==> config.mk <==
export PLATFORM = sky130hd
export DESIGN_NAME = ajc_top
export DESIGN_NICKNAME = d
export VERILOG_FILES = /design/src/verilog/ajc_pkg.sv /design/src/verilog/ajc_top.sv
export VERILOG_INCLUDE_DIRS = /design/src /design/src/verilog
export SDC_FILE = /design/constraint.sdc
export NUM_CORES = 1
export LEC_CHECK = 0
export BUFFER_PORTS_ARGS = -buffer_cell sky130_fd_sc_hd__buf_2
export CORE_MARGIN = 2
export CORE_UTILIZATION = 50
export DETAILED_ROUTE_END_ITERATION = 6
export PLACE_DENSITY = 0.76
export SLEW_MARGIN = 5
export SYNTH_ARGS = -nofsm -noshare
export SYNTH_HDL_FRONTEND = slang
export SYNTH_SLANG_ARGS = --single-unit
==> constraint.sdc <==
create_clock -name clk_sys -period 2.4 [get_ports clk_sys]
set_input_delay 0.12 -clock clk_sys [delete_from_list [all_inputs] [get_ports clk_sys]]
set_output_delay 0.12 -clock clk_sys [all_outputs]
set_load 0.05 [all_outputs]
==> src/verilog/ajc_map.svh <==
// register offsets, field positions, reset values and timing counts of the job control port
`ifndef AJC_MAP_SVH
`define AJC_MAP_SVH
`define AJC_ADR_CTRL       8'h00
`define AJC_ADR_STATUS     8'h04
`define AJC_ADR_INT_STATUS 8'h08
`define AJC_ADR_INT_CLEAR  8'h0c
`define AJC_ADR_INT_ENABLE 8'h10
`define AJC_CTRL_HOST      0
`define AJC_CTRL_AUTO      1
`define AJC_CTRL_EXIT      2
`define AJC_CTRL_LAUNCH    3
`define AJC_ST_MODE_LSB    0
`define AJC_ST_BUSY        3
`define AJC_ST_PASS        4
`define AJC_ST_FAIL        5
`define AJC_ST_JOB_LSB     8
`define AJC_EV_ENTER       0
`define AJC_EV_LAUNCH      1
`define AJC_EV_PASS        2
`define AJC_EV_FAIL        3
`define AJC_EV_W           4
`define AJC_INT_EN_RST     4'h0
`define AJC_STATUS_N_RST   3'h7
`define AJC_CLK_KHZ        50000
`define AJC_HOLD_MS        2000
`define AJC_BLINK_MS       250
`define AJC_SITES          2
`endif

==> src/verilog/ajc_pkg.sv <==
// types shared by the job control port
package ajc_pkg;
  typedef enum logic [2:0] {
    mode_idle = 3'b001,
    mode_host = 3'b010,
    mode_auto = 3'b100
  } ajc_mode_e;

  typedef logic [2:0] ajc_job_t;

  // active-low status lines towards the tester
  typedef struct packed {
    logic busy_n;
    logic pass_n;
    logic fail_n;
  } ajc_stat_s;

  function automatic ajc_job_t ajc_decode_job(input logic [1:0] code);
    case (code)
      2'b01:   ajc_decode_job = 3'h1;
      2'b10:   ajc_decode_job = 3'h2;
      2'b11:   ajc_decode_job = 3'h4;
      default: ajc_decode_job = 3'h0;
    endcase
  endfunction
endpackage

==> src/verilog/ajc_top.sv <==
// autonomous job control port with wishbone register access
`timescale 1ns/1ns
`include "ajc_map.svh"

module ajc_top #(
  parameter int          SITES        = `AJC_SITES,
  parameter int unsigned HOLD_CYCLES  = `AJC_HOLD_MS * `AJC_CLK_KHZ,
  parameter int unsigned BLINK_CYCLES = `AJC_BLINK_MS * `AJC_CLK_KHZ
) (
  input  wire logic               clk_sys,
  input  wire logic               reset_n,
  input  wire logic               wb_cyc_i,
  input  wire logic               wb_stb_i,
  input  wire logic               wb_we_i,
  input  wire logic [7:0]         wb_adr_i,
  input  wire logic [3:0]         wb_sel_i,
  input  wire logic [31:0]        wb_dat_i,
  output logic      [31:0]        wb_dat_o,
  output logic                    wb_ack_o,
  input  wire logic               autonomous_entry_pin,
  input  wire logic               start_n,
  input  wire logic [2*SITES-1:0] job_sel,
  output logic                    prog_start,
  output logic      [3*SITES-1:0] prog_job,
  input  wire logic               prog_done,
  input  wire logic               prog_ok,
  output logic                    busy_n,
  output logic                    pass_n,
  output logic                    fail_n,
  output logic                    led_yellow,
  output logic                    led_green,
  output logic                    led_red,
  output logic                    irq
);

  ajc_pkg::ajc_mode_e          mode;
  ajc_pkg::ajc_mode_e          next_mode;
  ajc_pkg::ajc_stat_s          stat;
  logic [31:0]                 hold_cnt;
  logic [31:0]                 blink_cnt;
  logic                        blink_phase;
  logic                        entry_d;
  logic                        start_d;
  logic                        hold_done;
  logic                        pin_launch;
  logic                        launch;
  logic                        busy;
  logic                        finish;
  logic                        wb_req;
  logic                        wb_wr;
  logic                        wr_ctrl;
  logic                        cmd_host;
  logic                        cmd_auto;
  logic                        cmd_exit;
  logic                        cmd_launch;
  logic [`AJC_EV_W-1:0]        int_status;
  logic [`AJC_EV_W-1:0]        int_enable;
  logic [`AJC_EV_W-1:0]        int_event;
  logic [`AJC_EV_W-1:0]        int_clear;
  logic [31:0]                 next_rdata;

  // bus decode: one access per classic cycle, acked one edge after the request
  assign wb_req     = wb_cyc_i & wb_stb_i & ~wb_ack_o;
  assign wb_wr      = wb_req & wb_we_i & wb_sel_i[0];
  assign wr_ctrl    = wb_wr & (wb_adr_i == `AJC_ADR_CTRL);
  assign cmd_host   = wr_ctrl & wb_dat_i[`AJC_CTRL_HOST];
  assign cmd_auto   = wr_ctrl & wb_dat_i[`AJC_CTRL_AUTO];
  assign cmd_exit   = wr_ctrl & wb_dat_i[`AJC_CTRL_EXIT];
  assign cmd_launch = wr_ctrl & wb_dat_i[`AJC_CTRL_LAUNCH];
  assign int_clear  = (wb_wr & (wb_adr_i == `AJC_ADR_INT_CLEAR)) ?
                      wb_dat_i[`AJC_EV_W-1:0] : '0;

  // start-line hold timer, saturating
  always_ff @(posedge clk_sys or negedge reset_n) begin
    if (!reset_n) begin
      hold_cnt <= 32'h0;
    end else if (start_n) begin
      hold_cnt <= 32'h0;
    end else if (hold_cnt < HOLD_CYCLES) begin
      hold_cnt <= hold_cnt + 32'h1;
    end
  end

  assign hold_done = ~start_n & (hold_cnt == HOLD_CYCLES - 1);

  // mode machine
  always_comb begin
    next_mode = mode;
    case (mode)
      ajc_pkg::mode_idle: begin
        if (autonomous_entry_pin | hold_done | cmd_auto) begin
          next_mode = ajc_pkg::mode_auto;
        end else if (cmd_host) begin
          next_mode = ajc_pkg::mode_host;
        end
      end
      ajc_pkg::mode_host: begin
        if (hold_done | cmd_auto) begin
          next_mode = ajc_pkg::mode_auto;
        end
      end
      ajc_pkg::mode_auto: begin
        if (cmd_exit) begin
          next_mode = ajc_pkg::mode_host;
        end
      end
      default: next_mode = ajc_pkg::mode_idle;
    endcase
  end

  always_ff @(posedge clk_sys or negedge reset_n) begin
    if (!reset_n) begin
      mode <= ajc_pkg::mode_idle;
    end else begin
      mode <= next_mode;
    end
  end

  // launch edges; levels already present at entry do not launch
  always_ff @(posedge clk_sys or negedge reset_n) begin
    if (!reset_n) begin
      entry_d <= 1'b0;
      start_d <= 1'b1;
    end else begin
      entry_d <= autonomous_entry_pin;
      start_d <= start_n;
    end
  end

  assign pin_launch = (autonomous_entry_pin & ~entry_d) | (~start_n & start_d);
  assign launch     = ~busy & (((mode == ajc_pkg::mode_auto) & pin_launch) |
                               ((mode == ajc_pkg::mode_host) & cmd_launch));
  assign finish     = busy & prog_done;

  // operation tracking
  always_ff @(posedge clk_sys or negedge reset_n) begin
    if (!reset_n) begin
      busy <= 1'b0;
    end else if (launch) begin
      busy <= 1'b1;
    end else if (finish) begin
      busy <= 1'b0;
    end
  end

  always_ff @(posedge clk_sys or negedge reset_n) begin
    if (!reset_n) begin
      stat <= `AJC_STATUS_N_RST;
    end else if (launch) begin
      stat <= '{busy_n: 1'b0, pass_n: 1'b1, fail_n: 1'b1};
    end else if (finish) begin
      stat <= '{busy_n: 1'b1, pass_n: ~prog_ok, fail_n: prog_ok};
    end
  end

  assign busy_n = stat.busy_n;
  assign pass_n = stat.pass_n;
  assign fail_n = stat.fail_n;

  always_ff @(posedge clk_sys or negedge reset_n) begin
    if (!reset_n) begin
      prog_start <= 1'b0;
    end else begin
      prog_start <= launch;
    end
  end

  // per-site job capture; pulls make floating lines read 00
  genvar s;
  generate
    for (s = 0; s < SITES; s++) begin : g_site
      always_ff @(posedge clk_sys or negedge reset_n) begin
        if (!reset_n) begin
          prog_job[3*s +: 3] <= 3'h0;
        end else if (launch) begin
          prog_job[3*s +: 3] <= ajc_pkg::ajc_decode_job(job_sel[2*s +: 2]);
        end
      end
    end
  endgenerate

  // blink timebase runs only while autonomous
  always_ff @(posedge clk_sys or negedge reset_n) begin
    if (!reset_n) begin
      blink_cnt   <= 32'h0;
      blink_phase <= 1'b0;
    end else if (mode != ajc_pkg::mode_auto) begin
      blink_cnt   <= 32'h0;
      blink_phase <= 1'b0;
    end else if (blink_cnt == BLINK_CYCLES - 1) begin
      blink_cnt   <= 32'h0;
      blink_phase <= ~blink_phase;
    end else begin
      blink_cnt   <= blink_cnt + 32'h1;
    end
  end

  // lamps: a result lights its own lamp steadily, while autonomous the other lamp keeps blinking
  always_ff @(posedge clk_sys or negedge reset_n) begin
    if (!reset_n) begin
      led_yellow <= 1'b0;
      led_green  <= 1'b0;
      led_red    <= 1'b0;
    end else begin
      led_yellow <= ~stat.busy_n;
      led_green  <= ~stat.pass_n | blink_phase;
      led_red    <= ~stat.fail_n | blink_phase;
    end
  end

  // interrupt status: a set in the clearing cycle wins
  assign int_event[`AJC_EV_ENTER]  = (mode != ajc_pkg::mode_auto) &
                                     (next_mode == ajc_pkg::mode_auto);
  assign int_event[`AJC_EV_LAUNCH] = launch;
  assign int_event[`AJC_EV_PASS]   = finish & prog_ok;
  assign int_event[`AJC_EV_FAIL]   = finish & ~prog_ok;

  always_ff @(posedge clk_sys or negedge reset_n) begin
    if (!reset_n) begin
      int_status <= '0;
    end else begin
      int_status <= (int_status & ~int_clear) | int_event;
    end
  end

  always_ff @(posedge clk_sys or negedge reset_n) begin
    if (!reset_n) begin
      int_enable <= `AJC_INT_EN_RST;
    end else if (wb_wr & (wb_adr_i == `AJC_ADR_INT_ENABLE)) begin
      int_enable <= wb_dat_i[`AJC_EV_W-1:0];
    end
  end

  always_ff @(posedge clk_sys or negedge reset_n) begin
    if (!reset_n) begin
      irq <= 1'b0;
    end else begin
      irq <= |(int_status & int_enable);
    end
  end

  // read mux; unmapped and write-only offsets read zero
  always_comb begin
    next_rdata = 32'h0;
    if (wb_adr_i == `AJC_ADR_STATUS) begin
      next_rdata[`AJC_ST_MODE_LSB +: 3] = mode;
      next_rdata[`AJC_ST_BUSY]          = ~stat.busy_n;
      next_rdata[`AJC_ST_PASS]          = ~stat.pass_n;
      next_rdata[`AJC_ST_FAIL]          = ~stat.fail_n;
      next_rdata[`AJC_ST_JOB_LSB +: 3]  = prog_job[2:0];
    end else if (wb_adr_i == `AJC_ADR_INT_STATUS) begin
      next_rdata[`AJC_EV_W-1:0] = int_status;
    end else if (wb_adr_i == `AJC_ADR_INT_ENABLE) begin
      next_rdata[`AJC_EV_W-1:0] = int_enable;
    end
  end

  always_ff @(posedge clk_sys or negedge reset_n) begin
    if (!reset_n) begin
      wb_ack_o <= 1'b0;
      wb_dat_o <= 32'h0;
    end else begin
      wb_ack_o <= wb_req;
      if (wb_req & ~wb_we_i) begin
        wb_dat_o <= next_rdata;
      end
    end
  end

  property p_stay_idle;
    @(posedge clk_sys) disable iff (!reset_n)
      (mode == ajc_pkg::mode_idle) && !autonomous_entry_pin && !hold_done && !wr_ctrl
      |=> (mode == ajc_pkg::mode_idle);
  endproperty
  a_stay_idle: assert property (p_stay_idle) else $error("left idle without cause");

  property p_pin_entry;
    @(posedge clk_sys) disable iff (!reset_n)
      (mode == ajc_pkg::mode_idle) && autonomous_entry_pin |=> (mode == ajc_pkg::mode_auto);
  endproperty
  a_pin_entry: assert property (p_pin_entry) else $error("entry pin ignored in idle");

  property p_hold_entry;
    @(posedge clk_sys) disable iff (!reset_n)
      !start_n && (hold_cnt == HOLD_CYCLES - 1) |=> (mode == ajc_pkg::mode_auto);
  endproperty
  a_hold_entry: assert property (p_hold_entry) else $error("long start hold ignored");

  property p_hold_count;
    @(posedge clk_sys) disable iff (!reset_n)
      !start_n && (hold_cnt < HOLD_CYCLES) |=> start_n || (hold_cnt == $past(hold_cnt) + 1);
  endproperty
  a_hold_count: assert property (p_hold_count) else $error("hold timer did not advance");

  property p_no_blink_out;
    @(posedge clk_sys) disable iff (!reset_n)
      (mode != ajc_pkg::mode_auto) ##1 (mode != ajc_pkg::mode_auto) |-> !blink_phase;
  endproperty
  a_no_blink_out: assert property (p_no_blink_out) else $error("blink outside autonomous");

  property p_blink_lamps;
    @(posedge clk_sys) disable iff (!reset_n)
      blink_phase |=> led_green && led_red;
  endproperty
  a_blink_lamps: assert property (p_blink_lamps) else $error("lamps not lit in blink phase");

  property p_pin_launch;
    @(posedge clk_sys) disable iff (!reset_n)
      (mode == ajc_pkg::mode_auto) && !busy && $rose(autonomous_entry_pin)
      |=> !busy_n ##0 prog_start;
  endproperty
  a_pin_launch: assert property (p_pin_launch) else $error("entry edge did not launch");

  property p_busy_hold;
    @(posedge clk_sys) disable iff (!reset_n)
      !busy_n && !prog_done |=> !busy_n;
  endproperty
  a_busy_hold: assert property (p_busy_hold) else $error("busy released early");

  property p_pass_hold;
    @(posedge clk_sys) disable iff (!reset_n)
      !pass_n && !launch |=> !pass_n && fail_n;
  endproperty
  a_pass_hold: assert property (p_pass_hold) else $error("pass dropped before launch");

  property p_fail_set;
    @(posedge clk_sys) disable iff (!reset_n)
      busy && prog_done && !prog_ok |=> !fail_n && busy_n && pass_n;
  endproperty
  a_fail_set: assert property (p_fail_set) else $error("failure not flagged");

  property p_lamp_mirror;
    @(posedge clk_sys) disable iff (!reset_n)
      ##1 (led_yellow == !$past(busy_n));
  endproperty
  a_lamp_mirror: assert property (p_lamp_mirror) else $error("yellow lamp not mirroring busy");

  property p_job_map;
    @(posedge clk_sys) disable iff (!reset_n)
      launch && (job_sel[1:0] == 2'b11) |=> (prog_job[2:0] == 3'h4);
  endproperty
  a_job_map: assert property (p_job_map) else $error("code 11 not job 4");

  property p_job_stable;
    @(posedge clk_sys) disable iff (!reset_n)
      !launch |=> $stable(prog_job);
  endproperty
  a_job_stable: assert property (p_job_stable) else $error("job changed without launch");

endmodule

==> results.md <==
- Crit path capture type: register
- Die height: 106.4 um
- Fin util: 0.5818
- Status: complete, no violations
- Leakage: 2.538 nW
- Routed vias: approximately 4,300
- Netlist cell types: around 60
- Crit share post-route: 0.9472
- Worst min-delay path class: primary input to register
- Clk_skew: roughly 0.012 ns
- Routed WL: 11.18 mm
- Placer Congestion: 0.8962
- Fmax: between 400 and 500 MHz
- Post-synthesis mux area share: 0.02483
- Area growth syn-to-layout: 13.56%
- XOR/XNOR share of the synthesized area: 0.05013
- Diode count: 0
- Setup TNS: 0 ns
- Initial Util: 0.5123
- Critical Path Start: hold_cnt[9]
- Drt initial violations: 285
- TritonCTS sink count: 103
- Pint: 2.556 mW
- Crit Path Category: register to register
- DRC viols: 0
- Worst reg2reg path depth: 7
- Core area: approximately 10,000 um2
- Worst slew pin tran: 0.6204 ns
- DIE WIDTH: 106.4 um
- FF+latch count, synth: 103
- Gr ovfl total: 0
- MaxCap Viol Count: 0
- Compound-cell area share of the yosys netlist: 0.1146
- Pre-antenna DRT Iters: 5
- Post-Synth Adder-Cell Area: 0.004774
- Arr. time, crit path: 2.57 ns
- Commonest register cell after synthesis: dfrtp_1
- Deepest clock path buffer count: 2
- Mapped cell area: 5241 um2
- Startpoint Class: register
- Rel. slew slack: 0.5864
- Worst hold start: wb_dat_i[0]
- Fin nets: roughly 680
- FFs w/ async S/R, synth: 1.000
- RR Startpoint: hold_cnt[9]
- Final min period: 2.273 ns
- Post-detail-place hpwl: 7.872 mm
- Number of global-route vias before repair: roughly 4,000
- DIE AREA: ~11,000 um2
- Setup repair after global routing missed its margin: no
- CP Capture Point: hold_cnt[24]
- Hold Path Stages: 2
- I/O pins: 104
- Largest net degree at the start of global routing: 58
- Initial antenna violation count: 0
- Syn. warnings: 0
- Avg Inst Size Synth: 9.652 um2
- Core Rows: 37
- Layout cell share with drive strength beyond 1: 0.1900
- Comb power frac: 0.254
- Total track usage: 0.2030
- Pwr per Cell Area: just under 700 nW/um2
- Clk root buf: clkbuf_8
- Num CTS Buffers: 9
- Pins Over Slew Limit: 0
- Vias/cell: 5.737
- Maximum vdd drop: 0.3766 mV
- Combinational family with the most area after synthesis: simple AND/OR/NAND/NOR gates
- Sequential area share after synthesis: 0.4930
- P_sw: 1.490 mW
- Clk pwr share: 0.236
- Area share of and/or/nand/nor cells after synthesis: 0.2530
- Htree depth: 3
- Final hold violations: 0
- Post-synth EDFFs: 0
- Sw frac: 0.3682
- Clock Latency Late Sink: 0.38 ns
- FF-to-FF setup slack: 0.13 ns
- Buffers on Ports: 49
- Total Power: 4.046 mW
- Share of power burned in registers: 0.510
- Critical path data required time: 2.70 ns
- Gate Count Post-Synth: roughly 540
- R2R Path End: hold_cnt[24]
- First-pass GRT wire length: between 15 and 20 mm
- Wire per inst: 14.77 um
- Final setup violation count: 0
- Clock-pin slew on the worst setup and hold paths: about 0.090 ns
- DRT antenna net count: 0
- CTS tree: yes
- CP Max Fanout: 11
[placed cells by master (no fill, tap or decap), types with 10 or more instances in the layout]
| cell | synthesis | layout |
|---|---|---|
| xor2_1 | 16 | 16 |
| nor2_1 | 58 | 58 |
| buf_4 | 23 | 21 |
| dfrtp_1 | 98 | 97 |
| o21ai_0 | 19 | 19 |
| xnor2_1 | 14 | 14 |
| o31ai_1 | 12 | 12 |
| conb_1 | 1 | 23 |
| nand4_1 | 18 | 18 |
| nand2_1 | 39 | 39 |
| nor2b_1 | 10 | 10 |
| nand3_1 | 29 | 29 |
| a21oi_1 | 30 | 30 |
| inv_1 | 17 | 17 |
| buf_2 | 1 | 48 |
| nor4_1 | 13 | 12 |
| or3_1 | 12 | 12 |
[power groups by stage]
stage                     clock [mW]  sequential [mW]  combinational [mW]
after floorplan                    0             2.46               0.396
final                          0.954             2.07                1.03
after global placement             0             2.09                1.00
after global routing            1.05             2.09                1.10
after CTS                      0.988             2.06                1.03
after detailed placement           0             2.09                1.02
[metrics by stage]
step,hold slack (ns),worst slack [ns],instances,area (um2)
3_3_place_gp,0.1681,0.1385,730,5659
6_report,0.03406,0.1267,757,5952
5_1_grt,0.03686,0.004905,757,5952
4_1_cts,0.01898,0.05095,755,5914
2_1_floorplan,-0.1756,0.1432,565,5324
3_5_place_dp,0.1780,0.07350,730,5659
[sequential cells by signal (all words and copies together), names as in the netlist, 3 cells and up]
name	count
blink_cnt	32
hold_cnt	32
int_enable	4
int_status	4
mode	3
prog_job	6
wb_dat_o	9
[area by class of cell]
type / count / area, um2
fill: 872 / 4279
sequential: 103 / 2585
multi-input combinational: 405 / 2449
timing repair buffer: 80 / 519.2
tap: 136 / 170.2
clock buffer: 10 / 127.6
inverter: 17 / 63.81
clock inverter: 6 / 37.54
[repair_timing]
| item | in CTS | in global routing |
|---|---|---|
| hold buffers | 9 | 0 |
| gates resized for setup | 0 | 4 |
| hold endpoints to repair | 53 | 0 |
| setup buffers | 0 | 1 |
| endpoints found under the setup margin | 0 | 18 |
[cell families after synthesis]
kind of cell,count (synthesis)
AO/OA/AOI/OAI,93
other,1
buffers and inverters,57
flip-flops,103
adder cells (fa/ha/maj),2
multiplexers,12
XOR/XNOR,30
AND/OR/NAND/NOR,245
[worst min-delay path by stage]
stage	endpoint	slack [ns]
after floorplan	blink_cnt[0]	-0.18
after global placement	prog_start	0.17
after detailed placement	wb_dat_o[9]	0.18
after CTS	int_enable[3]	0.02
after global routing	mode[1]	0.04
final	int_enable[0]	0.03
[synth_stat cells (3+ instances only)]
library cell,number,area share
mux2i_1,4,0.0076
a21oi_1,30,0.029
and3_1,6,0.0072
nor4_1,13,0.016
dfrtp_1,98,0.47
nand4_1,18,0.021
a22oi_1,3,0.0043
nand3_1,29,0.028
or3_1,12,0.014
nor4b_1,5,0.0084
dfstp_2,5,0.025
a21o_1,3,0.0043
o21ai_0,19,0.018
buf_4,23,0.033
nand2b_1,8,0.0095
nor3_1,10,0.0095
xnor2_1,14,0.023
mux2_2,8,0.017
xor2_1,16,0.027
a31o_2,3,0.0050
and2_1,3,0.0036
nor2_1,58,0.042
clkbuf_1,15,0.011
and4_1,5,0.0084
o31ai_1,12,0.017
nand3b_1,3,0.0043
o41ai_1,4,0.0067
nand2_1,39,0.028
or4_1,9,0.013
a221oi_1,3,0.0050
nor3b_1,4,0.0057
nor2b_1,10,0.012
inv_1,17,0.012
[worst max-delay path, cell delays in order, from the launching register on]
cell      delay [ns]
dfrtp_1         0.38
or4_1           0.58
nor2_1          0.16
o211ai_1        0.10
buf_4           0.18
buf_4           0.17
or4_1           0.50
a21oi_1         0.15
[metal layers]
layer / track usage / vias to the layer above / share of wire
met5: 0 / - / 0
met3: 0.04353 / 14 / 0.043
met2: 0.3402 / 110 / 0.51
met1: 0.2632 / 2160 / 0.44
li1: - / 2059 / -
met4: 0.06485 / 0 / 0.012
Note: power is estimated with default switching activity, not from simulation.
